## src/rtl/pmd_pkg.sv

```systemverilog
`default_nettype none
package pmd_pkg;
  // data and address widths
  localparam int DATA_W = 24; // data word
  localparam int PTR_W = 16; // pointer and offset registers
  localparam int EXT_W = 8; // accumulator extension part
  localparam int ADDR_W = 8; // apb byte address width
  // apb register byte offsets
  localparam logic [7:0] OFF_CTRL = 8'h00; // control, bit0 enable
  localparam logic [7:0] OFF_STATUS = 8'h04; // sticky events, write one to clear
  localparam logic [7:0] OFF_MASK = 8'h08; // interrupt mask
  localparam logic [7:0] OFF_CCR = 8'h0c; // condition code, bit0 limit
  localparam logic [7:0] OFF_VIEW_SEL = 8'h10; // register view select code
  localparam logic [7:0] OFF_VIEW_DATA = 8'h14; // register view data, read only
  localparam logic [7:0] OFF_COUNT = 8'h18; // completed instruction count
  // status bit positions
  localparam int ST_LIMIT = 0; // limiting occurred
  localparam int ST_ILLEGAL = 1; // illegal move field
  localparam int ST_DONE = 2; // instruction completed
  localparam int STAT_W = 3; // status width
  // reset values
  localparam logic [31:0] RST_CTRL = 32'h0000_0001; // enabled after reset
  localparam logic [STAT_W-1:0] RST_STATUS = 3'h0; // no events
  localparam logic [STAT_W-1:0] RST_MASK = 3'h0; // all masked
  localparam logic [4:0] RST_VIEW_SEL = 5'h04; // first input register
  // effective address modes
  localparam logic [2:0] EA_POSTDEC_OFS = 3'h0; // post-decrement by offset
  localparam logic [2:0] EA_POSTINC_OFS = 3'h1; // post-increment by offset
  localparam logic [2:0] EA_POSTDEC = 3'h2; // post-decrement by one
  localparam logic [2:0] EA_POSTINC = 3'h3; // post-increment by one
  localparam logic [2:0] EA_NO_UPD = 3'h4; // no update
  localparam logic [2:0] EA_INDEXED = 3'h5; // pointer plus offset
  localparam logic [2:0] EA_SPECIAL = 3'h6; // absolute or immediate
  localparam logic [2:0] EA_PREDEC = 3'h7; // pre-decrement
  localparam logic [2:0] EA_ABS_REG = 3'h0; // register bits for absolute address
  localparam logic [2:0] EA_IMM_REG = 3'h4; // register bits for immediate data
  // register select codes
  localparam logic [4:0] RS_INPUT_ONE_LOW = 5'h04; // first input register
  localparam logic [4:0] RS_INPUT_TWO_LOW = 5'h06; // third input register
  localparam logic [4:0] RS_SUM_ONE = 5'h0e; // whole first accumulator
  // saturation constants
  localparam logic [23:0] SAT_POS = 24'h7f_ffff; // positive limit
  localparam logic [23:0] SAT_NEG = 24'h80_0000; // negative limit
  // move field kinds
  typedef enum logic [2:0] {
    MV_NONE,
    MV_Y_SINGLE,
    MV_X_REG,
    MV_REG_Y,
    MV_CLASS2
  } move_kind_e;
endpackage
`default_nettype wire

```

## src/rtl/parallel_move_decoder.sv

```systemverilog
// Notes on behaviour
// - six-bit address field: mode plus pointer
// - absolute or immediate codes fetch extension word
// - second-space move reads, writes, every mode
// - short form: six-bit address in opcode
// - five-bit register select code map
// - same register may serve as several sources
// - 24-bit into 16-bit keeps low bits
// - 16-bit into 24-bit clears upper byte
// - pointer/offset move result delayed one instruction
// - whole accumulator load sign-extends, clears lower
// - whole accumulator source saturates when overflowing
// - limit flag set when limiting occurred
// - first-space class I field layout
// - class I copies accumulator into input register
// - class II stores accumulator, loads it from an input register
// - class II rejects absolute and immediate modes
//
// Our own choices: the register addresses and register access over APB.
`timescale 1ns/10ps
`default_nettype none
module parallel_move_decoder
  import pmd_pkg::*;
(
  input wire logic mclk_in, // core clock
  input wire logic rst_in, // async reset, active high
  input wire logic psel_in, // apb select
  input wire logic penable_in, // apb enable
  input wire logic pwrite_in, // apb direction
  input wire logic [ADDR_W-1:0] paddr_in, // apb address
  input wire logic [31:0] pwdata_in, // apb write data
  output logic [31:0] prdata_out, // apb read data
  output logic pready_out, // apb ready
  output logic pslverr_out, // apb error
  input wire logic instr_valid_in, // program word offered
  input wire logic [DATA_W-1:0] instr_in, // program word
  output logic instr_ready_out, // program word taken
  output logic mem_req_out, // data memory request
  output logic mem_space_out, // 0 first space, 1 second space
  output logic [PTR_W-1:0] mem_addr_out, // data memory address
  output logic mem_we_out, // data memory write
  output logic [DATA_W-1:0] mem_wdata_out, // data memory write data
  input wire logic mem_ack_in, // data memory done
  input wire logic [DATA_W-1:0] mem_rdata_in, // data memory read data
  output logic limit_flag_out, // limit condition code
  output logic done_out, // instruction completed pulse
  output logic irq_out // interrupt level
);
  typedef enum logic [1:0] {ST_FETCH, ST_EXT, ST_EXEC, ST_MEM} state_e;
  state_e state; // sequencer state
  state_e next_state; // next sequencer state
  logic [DATA_W-1:0] opword; // latched opcode word
  logic [DATA_W-1:0] extword; // latched extension word
  logic [DATA_W-1:0] in_reg [0:3]; // input registers
  logic [EXT_W-1:0] acc_ext [0:1]; // accumulator extension parts
  logic [DATA_W-1:0] acc_mid [0:1]; // accumulator middle parts
  logic [DATA_W-1:0] acc_low [0:1]; // accumulator lower parts
  logic [PTR_W-1:0] ptr [0:7]; // pointer registers
  logic [PTR_W-1:0] ofs [0:7]; // offset registers
  logic pend_valid; // deferred pointer or offset write
  logic pend_is_ofs; // deferred target is offset bank
  logic [2:0] pend_idx; // deferred target index
  logic [PTR_W-1:0] pend_val; // deferred value
  logic mem_rd; // pending memory access is a read
  logic [4:0] mem_code_q; // destination of memory read
  logic ctrl_en; // software enable
  logic [STAT_W-1:0] status; // sticky events
  logic [STAT_W-1:0] mask; // interrupt mask
  logic [4:0] view_sel; // register view select
  logic [31:0] count; // completed instructions
  // decode results
  move_kind_e kind; // move field kind
  logic [2:0] mode; // address mode bits
  logic [2:0] rrr; // pointer number
  logic uses_ea; // field carries an effective address
  logic [PTR_W-1:0] ea_addr; // effective address
  logic [PTR_W-1:0] ea_new; // updated pointer value
  logic ea_upd; // pointer is updated
  logic [4:0] mem_code; // memory-side register code
  logic dir_rd; // memory to register
  logic rr_valid; // register to register move present
  logic [4:0] rr_src; // register move source
  logic [4:0] rr_dst; // register move destination
  logic space; // memory space
  logic is_imm; // immediate data
  logic illegal; // unusable field
  logic use_mem; // memory access needed
  logic [24:0] mem_src; // limit bit and memory write data
  logic [24:0] rr_val; // limit bit and register move data
  logic [24:0] view_val; // limit bit and register view data
  logic fin; // instruction completes this cycle
  logic lim_event; // limiting happened this cycle
  logic accept; // program word taken
  logic apb_wr; // apb write completes
  logic [31:0] next_rdata; // apb read mux

  // does an opcode word need an extension word
  function automatic logic need_ext(input logic [DATA_W-1:0] w);
    logic ea_form;
    ea_form = ((w[23:22] == 2'b01) && w[19] && w[14]) || (w[23:20] == 4'h1);
    need_ext = ea_form && (w[13:11] == EA_SPECIAL) && ((w[10:8] == EA_ABS_REG) || (w[10:8] == EA_IMM_REG));
  endfunction

  // register read, with limiting of whole accumulators
  function automatic logic [24:0] read_src(input logic [4:0] code);
    logic [EXT_W-1:0] ex;
    logic [DATA_W-1:0] md;
    ex = acc_ext[code[0]];
    md = acc_mid[code[0]];
    read_src = {1'b0, 24'h00_0000};
    case (code[4:3])
      2'b00: read_src = {1'b0, in_reg[code[1:0]]};
      2'b01: begin
        case (code[2:1])
          2'b00: read_src = {1'b0, acc_low[code[0]]};
          2'b01: read_src = {1'b0, {16{ex[7]}}, ex};
          2'b10: read_src = {1'b0, md};
          default: begin
            if (ex != {EXT_W{md[23]}}) begin
              read_src = {1'b1, ex[7] ? SAT_NEG : SAT_POS};
            end else begin
              read_src = {1'b0, md};
            end
          end
        endcase
      end
      2'b10: read_src = {1'b0, 8'h00, ptr[code[2:0]]};
      default: read_src = {1'b0, 8'h00, ofs[code[2:0]]};
    endcase
  endfunction

  // register write; pointer and offset writes are deferred
  task automatic put_dst(input logic [4:0] code, input logic [DATA_W-1:0] val);
    case (code[4:3])
      2'b00: in_reg[code[1:0]] <= val;
      2'b01: begin
        case (code[2:1])
          2'b00: acc_low[code[0]] <= val;
          2'b01: acc_ext[code[0]] <= val[EXT_W-1:0];
          2'b10: acc_mid[code[0]] <= val;
          default: begin
            acc_ext[code[0]] <= {EXT_W{val[23]}};
            acc_mid[code[0]] <= val;
            acc_low[code[0]] <= 24'h00_0000;
          end
        endcase
      end
      default: begin
        pend_valid <= 1'b1;
        pend_is_ofs <= code[3];
        pend_idx <= code[2:0];
        pend_val <= val[PTR_W-1:0];
      end
    endcase
  endtask

  // decode of the latched move field
  always_comb begin
    kind = MV_NONE;
    mode = opword[13:11];
    rrr = opword[10:8];
    uses_ea = 1'b1;
    mem_code = {opword[21:20], opword[18:16]};
    dir_rd = opword[15];
    rr_valid = 1'b0;
    rr_src = RS_SUM_ONE;
    rr_dst = RS_INPUT_ONE_LOW;
    space = 1'b1;
    if ((opword[23:22] == 2'b01) && opword[19]) begin
      kind = MV_Y_SINGLE;
      uses_ea = opword[14];
    end else if ((opword[23:20] == 4'h1) && !opword[14]) begin
      kind = MV_X_REG;
      space = 1'b0;
      mem_code = opword[19] ? {4'h7, opword[18]} : {4'h2, opword[18]};
      rr_valid = 1'b1;
      rr_src = {4'h7, opword[17]};
      rr_dst = {4'h3, opword[16]};
    end else if (opword[23:20] == 4'h1) begin
      kind = MV_REG_Y;
      mem_code = opword[19] ? {4'h7, opword[18]} : {4'h3, opword[18]};
      rr_valid = 1'b1;
      rr_src = {4'h7, opword[17]};
      rr_dst = {4'h2, opword[16]};
    end else if ((opword[23:17] == 7'h04) && !opword[14]) begin
      kind = MV_CLASS2;
      space = opword[15];
      dir_rd = 1'b0;
      mem_code = {4'h7, opword[16]};
      rr_valid = 1'b1;
      rr_src = opword[15] ? RS_INPUT_TWO_LOW : RS_INPUT_ONE_LOW;
      rr_dst = {4'h7, opword[16]};
    end else begin
      uses_ea = 1'b0;
    end
    is_imm = uses_ea && (mode == EA_SPECIAL) && (rrr == EA_IMM_REG);
    illegal = (kind == MV_Y_SINGLE) && (mem_code[4:2] == 3'h0);
    if (uses_ea && (mode == EA_SPECIAL) && (rrr != EA_ABS_REG) && (rrr != EA_IMM_REG)) begin
      illegal = 1'b1;
    end
    if (is_imm && !dir_rd) begin
      illegal = 1'b1;
    end
    if ((kind == MV_CLASS2) && (mode == EA_SPECIAL)) begin
      illegal = 1'b1;
    end
    use_mem = (kind != MV_NONE) && !illegal && !is_imm;
  end

  always_comb begin
    ea_addr = ptr[rrr];
    ea_new = ptr[rrr];
    ea_upd = 1'b1;
    case (mode)
      EA_POSTDEC_OFS: ea_new = ptr[rrr] - ofs[rrr];
      EA_POSTINC_OFS: ea_new = ptr[rrr] + ofs[rrr];
      EA_POSTDEC: ea_new = ptr[rrr] - 16'h0001;
      EA_POSTINC: ea_new = ptr[rrr] + 16'h0001;
      EA_INDEXED: begin
        ea_addr = ptr[rrr] + ofs[rrr];
        ea_upd = 1'b0;
      end
      EA_PREDEC: begin
        ea_addr = ptr[rrr] - 16'h0001;
        ea_new = ptr[rrr] - 16'h0001;
      end
      EA_SPECIAL: begin
        ea_addr = extword[PTR_W-1:0];
        ea_upd = 1'b0;
      end
      default: ea_upd = 1'b0;
    endcase
    if (!uses_ea) begin
      ea_addr = {10'h000, opword[13:8]};
      ea_upd = 1'b0;
    end
  end

  // sources read from one snapshot
  // a process, so that any change of the register file re-evaluates the reads
  always_comb begin
    mem_src = read_src(mem_code);
    rr_val = read_src(rr_src);
    view_val = read_src(view_sel);
  end
  assign accept = instr_valid_in && instr_ready_out;
  assign fin = ((state == ST_EXEC) && !use_mem) || ((state == ST_MEM) && mem_ack_in);
  assign lim_event = (state == ST_EXEC) && !illegal && (kind != MV_NONE) &&
                     ((use_mem && !dir_rd && mem_src[24]) || (rr_valid && rr_val[24]));
  assign apb_wr = psel_in && penable_in && pready_out && pwrite_in;

  // sequencer next state
  always_comb begin
    next_state = state;
    case (state)
      ST_FETCH: begin
        if (accept) begin
          next_state = need_ext(instr_in) ? ST_EXT : ST_EXEC;
        end
      end
      ST_EXT: next_state = accept ? ST_EXEC : ST_EXT;
      ST_EXEC: next_state = use_mem ? ST_MEM : ST_FETCH;
      ST_MEM: next_state = mem_ack_in ? ST_FETCH : ST_MEM;
      default: next_state = ST_FETCH;
    endcase
  end

  // sequencer state and program words
  always_ff @(posedge mclk_in or posedge rst_in) begin
    if (rst_in) begin
      state <= ST_FETCH;
      opword <= 24'h00_0000;
      extword <= 24'h00_0000;
      instr_ready_out <= 1'b0;
    end else begin
      state <= next_state;
      if (accept && (state == ST_FETCH)) begin
        opword <= instr_in;
      end
      if (accept && (state == ST_EXT)) begin
        extword <= instr_in;
      end
      // stall the stream while a move executes or when disabled
      instr_ready_out <= ctrl_en && ((next_state == ST_FETCH) || (next_state == ST_EXT));
    end
  end

  // data memory request
  always_ff @(posedge mclk_in or posedge rst_in) begin
    if (rst_in) begin
      mem_req_out <= 1'b0;
      mem_space_out <= 1'b0;
      mem_addr_out <= 16'h0000;
      mem_we_out <= 1'b0;
      mem_wdata_out <= 24'h00_0000;
      mem_rd <= 1'b0;
      mem_code_q <= 5'h00;
    end else if ((state == ST_EXEC) && use_mem) begin
      mem_req_out <= 1'b1;
      mem_space_out <= space;
      mem_addr_out <= ea_addr;
      mem_we_out <= !dir_rd;
      mem_wdata_out <= mem_src[23:0];
      mem_rd <= dir_rd;
      mem_code_q <= mem_code;
    end else if ((state == ST_MEM) && mem_ack_in) begin
      // request held until acknowledged
      mem_req_out <= 1'b0;
      mem_we_out <= 1'b0;
    end
  end

  // data unit and address register file
  always_ff @(posedge mclk_in or posedge rst_in) begin
    if (rst_in) begin
      for (int i = 0; i < 4; i++) begin
        in_reg[i] <= 24'h00_0000;
      end
      for (int i = 0; i < 2; i++) begin
        acc_ext[i] <= 8'h00;
        acc_mid[i] <= 24'h00_0000;
        acc_low[i] <= 24'h00_0000;
      end
      for (int i = 0; i < 8; i++) begin
        ptr[i] <= 16'h0000;
        ofs[i] <= 16'h0000;
      end
      pend_valid <= 1'b0;
      pend_is_ofs <= 1'b0;
      pend_idx <= 3'h0;
      pend_val <= 16'h0000;
    end else begin
      // deferred write lands after the next instruction
      if (fin && pend_valid) begin
        pend_valid <= 1'b0;
        if (pend_is_ofs) begin
          ofs[pend_idx] <= pend_val;
        end else begin
          ptr[pend_idx] <= pend_val;
        end
      end
      if ((state == ST_EXEC) && !illegal && (kind != MV_NONE)) begin
        if (uses_ea && ea_upd) begin
          ptr[rrr] <= ea_new;
        end
        if (rr_valid) begin
          put_dst(rr_dst, rr_val[23:0]);
        end
        if (is_imm) begin
          put_dst(mem_code, extword);
        end
      end
      if ((state == ST_MEM) && mem_ack_in && mem_rd) begin
        put_dst(mem_code_q, mem_rdata_in);
      end
    end
  end

  // completion pulse and counter
  always_ff @(posedge mclk_in or posedge rst_in) begin
    if (rst_in) begin
      done_out <= 1'b0;
      count <= 32'h0000_0000;
    end else begin
      done_out <= fin;
      if (fin) begin
        count <= count + 32'h0000_0001;
      end
    end
  end

  // limit flag, sticky; an event wins over a software clear
  always_ff @(posedge mclk_in or posedge rst_in) begin
    if (rst_in) begin
      limit_flag_out <= 1'b0;
    end else if (lim_event) begin
      limit_flag_out <= 1'b1;
    end else if (apb_wr && (paddr_in == OFF_CCR)) begin
      limit_flag_out <= pwdata_in[0];
    end
  end

  // interrupt status, mask and output
  always_ff @(posedge mclk_in or posedge rst_in) begin
    if (rst_in) begin
      status <= RST_STATUS;
      mask <= RST_MASK;
      irq_out <= 1'b0;
    end else begin
      status <= (status & ~((apb_wr && (paddr_in == OFF_STATUS)) ? pwdata_in[STAT_W-1:0] : 3'h0)) |
                {fin, (state == ST_EXEC) && illegal, lim_event};
      if (apb_wr && (paddr_in == OFF_MASK)) begin
        mask <= pwdata_in[STAT_W-1:0];
      end
      irq_out <= |(status & mask);
    end
  end

  // software control registers
  always_ff @(posedge mclk_in or posedge rst_in) begin
    if (rst_in) begin
      ctrl_en <= RST_CTRL[0];
      view_sel <= RST_VIEW_SEL;
    end else if (apb_wr && (paddr_in == OFF_CTRL)) begin
      ctrl_en <= pwdata_in[0];
    end else if (apb_wr && (paddr_in == OFF_VIEW_SEL)) begin
      view_sel <= pwdata_in[4:0];
    end
  end

  // apb read mux
  always_comb begin
    next_rdata = 32'h0000_0000;
    case (paddr_in)
      OFF_CTRL: next_rdata = {31'h0000_0000, ctrl_en};
      OFF_STATUS: next_rdata = {29'h0000_0000, status};
      OFF_MASK: next_rdata = {29'h0000_0000, mask};
      OFF_CCR: next_rdata = {31'h0000_0000, limit_flag_out};
      OFF_VIEW_SEL: next_rdata = {27'h000_0000, view_sel};
      OFF_VIEW_DATA: next_rdata = {8'h00, view_val[23:0]};
      OFF_COUNT: next_rdata = count;
      default: next_rdata = 32'h0000_0000;
    endcase
  end

  // apb handshake: one wait state
  always_ff @(posedge mclk_in or posedge rst_in) begin
    if (rst_in) begin
      pready_out <= 1'b0;
      pslverr_out <= 1'b0;
      prdata_out <= 32'h0000_0000;
    end else begin
      pready_out <= psel_in && penable_in && !pready_out;
      pslverr_out <= psel_in && penable_in && !pready_out && (paddr_in > OFF_COUNT || paddr_in[1:0] != 2'h0);
      if (psel_in && penable_in && !pready_out && !pwrite_in) begin
        prdata_out <= next_rdata;
      end
    end
  end

  chk_ext_word_fetch: assert property (@(posedge mclk_in) disable iff (rst_in)
    (state == ST_FETCH && accept && need_ext(instr_in)) |=> (state == ST_EXT) && !fin)
    else $error("extension word not awaited");
  chk_ea_predec: assert property (@(posedge mclk_in) disable iff (rst_in)
    (state == ST_EXEC && uses_ea && mode == EA_PREDEC && use_mem) |=>
      mem_req_out && (mem_addr_out == $past(ptr[rrr]) - 16'h0001))
    else $error("pre-decrement address wrong");
  chk_abs_short: assert property (@(posedge mclk_in) disable iff (rst_in)
    (state == ST_EXEC && kind == MV_Y_SINGLE && !uses_ea && use_mem) |=>
      mem_space_out && (mem_addr_out == {10'h000, $past(opword[13:8])}) ##1 state != ST_EXT)
    else $error("short address wrong");
  chk_trunc_low: assert property (@(posedge mclk_in) disable iff (rst_in)
    (state == ST_MEM && mem_ack_in && mem_rd && mem_code_q[4]) |=>
      pend_valid && (pend_val == $past(mem_rdata_in[15:0])))
    else $error("pointer load not truncated");
  // upper byte zero for narrow source
  chk_zero_fill: assert property (@(posedge mclk_in) disable iff (rst_in)
    (state == ST_EXEC && use_mem && !dir_rd && mem_code[4]) |=> mem_we_out && (mem_wdata_out[23:16] == 8'h00))
    else $error("upper byte not cleared");
  chk_ptr_delay: assert property (@(posedge mclk_in) disable iff (rst_in)
    (pend_valid && !fin) |=> pend_valid && $stable(pend_val))
    else $error("deferred pointer value lost");
  chk_acc_load: assert property (@(posedge mclk_in) disable iff (rst_in)
    (state == ST_MEM && mem_ack_in && mem_rd && mem_code_q == RS_SUM_ONE) |=>
      (acc_low[0] == 24'h00_0000) && (acc_ext[0] == {8{acc_mid[0][23]}}) && (acc_mid[0] == $past(mem_rdata_in)))
    else $error("accumulator load not extended");
  chk_sat_value: assert property (@(posedge mclk_in) disable iff (rst_in)
    (state == ST_EXEC && use_mem && !dir_rd && mem_src[24]) |=>
      (mem_wdata_out == SAT_POS) || (mem_wdata_out == SAT_NEG))
    else $error("limited store not saturated");
  chk_limit_flag: assert property (@(posedge mclk_in) disable iff (rst_in)
    lim_event |=> limit_flag_out && status[ST_LIMIT] ##1 limit_flag_out || $past(apb_wr))
    else $error("limit flag not set");
  chk_class2_mode: assert property (@(posedge mclk_in) disable iff (rst_in)
    (state == ST_EXEC && kind == MV_CLASS2 && mode == EA_SPECIAL) |=> !mem_req_out && status[ST_ILLEGAL])
    else $error("class II special mode accepted");
endmodule
`default_nettype wire

```

## config.mk

```make
export PLATFORM = sky130hd
export DESIGN_NAME = parallel_move_decoder
export DESIGN_NICKNAME = d
export VERILOG_FILES = /design/src/rtl/pmd_pkg.sv /design/src/rtl/parallel_move_decoder.sv
export SDC_FILE = /design/constraint.sdc
export NUM_CORES = 2
export LEC_CHECK = 0
export BUFFER_PORTS_ARGS = -buffer_cell sky130_fd_sc_hd__buf_2
export CAP_MARGIN = 20
export CELL_PAD_IN_SITES_DETAIL_PLACEMENT = 0
export CELL_PAD_IN_SITES_GLOBAL_PLACEMENT = 1
export CORE_UTILIZATION = 45
export DETAILED_ROUTE_END_ITERATION = 16
export PLACE_DENSITY_LB_ADDON = 0.05
export SYNTH_ARGS = -nofsm -noshare
export SYNTH_HDL_FRONTEND = slang
export SYNTH_SLANG_ARGS = --single-unit
```

## constraint.sdc

```tcl
create_clock -name mclk_in -period 39.1 [get_ports mclk_in]
set_input_delay 11.73 -clock mclk_in [delete_from_list [all_inputs] [get_ports mclk_in]]
set_output_delay 11.73 -clock mclk_in [all_outputs]
set_load 0.005 [all_outputs]
```

* Word-level counts from Yosys, hierarchy flattened *
Cells that the tools add are included.

storage, ports and cells
  logic and storage cells = 497
  input port bits = 95
  register bits after elaboration = 666

cells by class
  add/subtract/negate cells = 5
  order comparisons = 24
  equality and inequality tests = 48
  mux-type cells = 239
  reduce and logical (&&, ||, !) cells = 103
  bitwise gates (word level) = 26

operators by type and width
  kind               count
  $mux 48            19
  $mux 24            34
  $mux 96            8
  $mux 16            34
  $mux 128           4
  $bmux 16 s3        8
  $bwmux 128         3
  $pmux 25 s3        4
  $bwmux 48          6
  $bwmux 96          3
  $pmux 48 s2        3
  $pmux 32 s7        1
  $and 48x48->48     3
  $bmux 24 s2        3
  $demux 24 s2       3
  $not 48->48        3
  $pmux 24 s3        2
  $bwmux 16          6
  $demux 16 s3       2
  $mux 8             12
  $pmux 16 s2        3
  $demux 24 s1       3
  $pmux 16 s4        1
  $logic_and 1x1->1  52
  51 further kinds   225

* Longest topological paths before layout *
  depth after elaboration = 28
  depth in mapped cells = 24
  gate-level depth less buffers = 19

* Worst setup path after synthesis *
Ideal clock, no wire load.

  kind = input-to-reg
  start = input paddr_in[0]
  end = register prdata_out[7]
  setup slack = 25.233 ns
  arrival = 13.784 ns
  setup time = 0.083 ns
  required time = 39.017 ns
  stages on the path = 9
  cells stage by stage = or4_1 > nor2_1 > nand4b_1 > or2_2 > clkbuf_1 > clkbuf_1 > a2111oi_0 > a221oi_1 > o21ai_0

on the way
  longest elaborated chain between the ends = 2

ends and longest elaborated chain
  what                                RTL line                      RTL
  start: declaration                  parallel_move_decoder.sv:30   input wire logic [ADDR_W-1:0] paddr_in,
  $eq 8x5->1 (tied with other cells)  parallel_move_decoder.sv:414  case (paddr_in)
  $pmux 32 s7 (*)                     parallel_move_decoder.sv:414
  end signal: assignment              parallel_move_decoder.sv:436  prdata_out <= next_rdata;
  end: declaration                    parallel_move_decoder.sv:32   output logic [31:0] prdata_out,

Every way passes the cells marked *; elsewhere a longest branch is shown, timed or not.
A chain may end at the register's enable or synchronous reset.

* Worst setup path after layout *
  start = input paddr_in[0]
  end = register prdata_out[20]

The elaborated chain is that of the path after synthesis.

==> parameters.txt <==
Parameter                              Value

STA
  Clock period minus worst slack    14.56 ns
  Slack of the critical path    24.54 ns
  Period Utilization, post-route    between 30% and 40%
  Number of pins with negative max-slew slack in the final report    0
  Total Negative Setup Slacks    0 ns
  Achievable clock frequency    between 60 and 70 MHz
  Transition at the pin with the smallest max-transition slack    approximately 1.3 ns
  Final worst clock skew    0.0357 ns
  Worst rel slew slack    13.3%
  Setup Viol. Count Final    0
  Fin. Hold Viols    0
  Unrepaired setup endpoints after global routing    false

Floorplanning
  X dimension of the die    326 um
  I/O pins    between 150 and 200
  Area of the die    about 110,000 um2
  Height of the chip    326 um
  Number of cell rows    about 120
  Standard cell core area    approximately 100,000 um2
  Starting utilization of the core area    between 40% and 50%

Synthesis
  Share of the synthesized netlist area taken by xor and xnor gates    1.46%
  Number of enable flip-flop cells after synthesis    0
  Share of synthesized cell area in full adder, half adder and majority cells    1.17%
  Area fraction in compound gates after synthesis    between 20% and 30%
  Proportion of synthesized area in mux cells    19.4%
  Syn. warnings    0
  Number of instances in the synthesized netlist    5,321
  Leading cell type by number of instances after synthesis    sky130_fd_sc_hd__nand2_1
  Share of Yosys cell area claimed by the top area cell type    between 30% and 40%
  Cell variety after synth    approximately 110
  Synth top cells by count    744 x sky130_fd_sc_hd__nand2_1, 656 x sky130_fd_sc_hd__dfrtp_1, 428 x sky130_fd_sc_hd__a21oi_1, 426 x sky130_fd_sc_hd__o21ai_0, 388 x sky130_fd_sc_hd__nor2_1
  Flop and latch count out of synthesis    approximately 660
  Cell accounting for the most synthesized area    sky130_fd_sc_hd__dfrtp_1
  Share of the yosys chip area belonging to registers    34.8%
  Post-synthesis async set-or-reset flop share    100%
  Primary flip-flop cell chosen by synthesis mapping    sky130_fd_sc_hd__dfrtp_1
  Syn_nets    roughly 5,500
  Biggest area contributors in the synthesized netlist    sky130_fd_sc_hd__dfrtp_1 35%, sky130_fd_sc_hd__mux4_2 7.9%, sky130_fd_sc_hd__mux2_2 7.5%
  Synth Cell Area    between 40,000 and 50,000 um2
  Synth Area per Inst    8.90 um2
  Largest family of logic cells by synthesized area    compound AO/OA/AOI/OAI gates
  Basic-gate share of the synthesized area counting and, or, nand and nor cells    roughly 15%

Cells and area
  Number of inserted filler cells in the final layout    10,000
  Share of final-layout standard cells stronger than drive strength 1    approximately a fifth
  Signed area change from the synthesized netlist to the final layout    10.5%
  Cell area after layout    52,300 um2
  Final #Nets    roughly 5,400

Route
  Remaining routing DRC violations    0
  Number of nets with antenna violations after routing    0
  DR vias    between 40,000 and 50,000
  1st-iter DRT viols    roughly 7,000
  Wire length after detailed routing    ~230 mm
  Post-detailed-route via-to-cell ratio    a little over 7
  Mean routed wirelength per cell    about 34 um
  Length of the first detailed-routing pass in iterations    9

Worst setup path
  Ordered cell list for the critical path    buf_2, or4_1, nor2_1, nand4b_1, nor2_1, o21ai_0, a21oi_1, a21oi_1, o21ai_0
  Type of element capturing the critical path    flip-flop
  Setup CP Type    input port to flip-flop
  Kind of launch point of the worst setup path    input port
  Worst endpoint required time    39.69 ns
  Highest-delay cell along the critical path    sky130_fd_sc_hd__nor2_1
  Crit Path Max Fanout    7
  Critical Path AT    around 15 ns
  Biggest cell delay along the critical path    just over 0.8 ns

Clock network
  Number of gates resized after cts    0
  Clock root buffer    sky130_fd_sc_hd__clkbuf_16
  Buffer depth of the longest clock path    3
  Total CTS buffers    83
  Number of sinks on the clock net    ~660
  Clock network latency to the later pin of the worst-skew pair    roughly 0.70 ns
  Number of H-tree levels    3
  Clock edge transition at the registers on the reported setup and hold paths    about 0.060 ns
  Clock tree from TritonCTS    yes
  # hold bufs at CTS    0
  Post-CTS setup repair buffer count    0

Run status
  Run status    completed

Global route
  Maximum number of pins on one net before global-route repair    between 100 and 150
  Total Routing Usage GR    42.6%
  Antenna violations before repair    17
  Congestion Overflow GR    0
  Number of global-route vias before repair    approximately 44,000
  Global-route wire length before repair    ~330 mm

Placement
  Total cell area at the placement stage    just under 50,000 um2
  Port buffer count    about 150
  DP Worst Slack    24.02 ns
  Final Wtd Congestion    0.960
  Half-perimeter wire length of the detailed placement result    154 mm

Power
  Power density over the cells    between 40 and 50 nW/um2
  VDD IR-drop max    ~0.000039 V
  Static Leak    roughly 0.022 uW

Hold path
  Path class of the lowest-slack min-delay path    flip-flop to flip-flop

Flow run
  Maxcap violations    0
-- metal layers --
metal	up-vias	track usage [%]	wire length, um	part of all wire (%)
li1	19700	-	-	-
met5	-	0	62	0.027
met2	3263	59.2	93700	41
met1	23700	59.1	92900	40
met4	10	15.9	10100	4.4
met3	574	16.9	34000	15
-- logic make-up after synthesis --
family          after synthesis
mux                         670
fa+ha+maj                    43
buf+inv                     573
flops                       658
xor+xnor                     79
compound gates             1701
simple gates               1597
-- cells in the final DEF, fill, tap and decap left out, types with 27 or more instances in the layout --
master	n
sky130_fd_sc_hd__o21a_1	35
sky130_fd_sc_hd__mux2_2	314
sky130_fd_sc_hd__a31oi_1	60
sky130_fd_sc_hd__ha_1	40
sky130_fd_sc_hd__nor2_1	376
sky130_fd_sc_hd__nand2_1	742
sky130_fd_sc_hd__xnor2_1	59
sky130_fd_sc_hd__o21ai_1	32
sky130_fd_sc_hd__o21ai_0	425
sky130_fd_sc_hd__a211oi_1	34
sky130_fd_sc_hd__buf_4	178
sky130_fd_sc_hd__o22ai_1	98
sky130_fd_sc_hd__nand4_1	32
sky130_fd_sc_hd__a211o_1	30
sky130_fd_sc_hd__dfrtp_1	650
sky130_fd_sc_hd__nand3_1	105
sky130_fd_sc_hd__nor3_1	49
sky130_fd_sc_hd__o221ai_1	50
sky130_fd_sc_hd__a21o_1	70
sky130_fd_sc_hd__inv_1	60
sky130_fd_sc_hd__o31ai_1	28
sky130_fd_sc_hd__clkbuf_16	83
sky130_fd_sc_hd__o22a_1	28
sky130_fd_sc_hd__o211ai_1	37
sky130_fd_sc_hd__a221oi_1	51
sky130_fd_sc_hd__and3_1	80
sky130_fd_sc_hd__a221o_1	27
sky130_fd_sc_hd__mux2i_1	182
sky130_fd_sc_hd__a311oi_1	49
sky130_fd_sc_hd__a21oi_1	427
sky130_fd_sc_hd__mux4_2	166
sky130_fd_sc_hd__nor2b_1	29
sky130_fd_sc_hd__buf_2	149
sky130_fd_sc_hd__a222oi_1	34
sky130_fd_sc_hd__a22oi_1	57
-- power breakdown --
group	switching (uW)	internal (uW)
clock	340	463
combinational	394	196
sequential	56.8	719
-- worst max-delay path: cells and delay by family --
family                 cells  cell delay (ns)
AOI/OAI and AO/OA          4             1.28
buffers and inverters      1             0.09
and+or+nand+nor            4             2.04
-- cell type report --
type	count	area (um2)	share of cell area (%)
diodes	6	15.0	0.0287
clock buffers	124	2380	4.55
clock inverters	25	367	0.701
inverters	70	275	0.526
multi-input cells	4090	28800	55.1
flip-flops and latches	658	16500	31.5
well taps	1380	1730	3.30
repair buffers	337	2240	4.28
-- final timing paths --
path | startpoint | to | slack, ns | cells past startpoint
min in group asynchronous | rst_in | acc_ext[10] | 11.16 | 2
hold reg to reg | prdata_out[27] | prdata_out[27] | 0.46 | 2
hold / removal | prdata_out[27] | prdata_out[27] | 0.46 | 2
setup reg to reg | opword[8] | ptr[13] | 31.80 | 17
setup / recovery | paddr_in[0] | prdata_out[20] | 24.54 | 9
max in group asynchronous | rst_in | in_reg[60] | 24.84 | 5
-- stage by stage --
stage	hold slack [ns]	total power, uW	std cells	utilization [%]
2_1_floorplan	0.445	1120	5321	-
3_3_place_gp	0.449	1350	6520	47.5
3_5_place_dp	0.450	1350	6524	47.6
4_1_cts	0.464	2150	6673	50.2
5_1_grt	0.483	2240	6684	50.3
6_report	0.458	2170	6690	50.3
No activity file was read; power rests on OpenSTA's default activity.
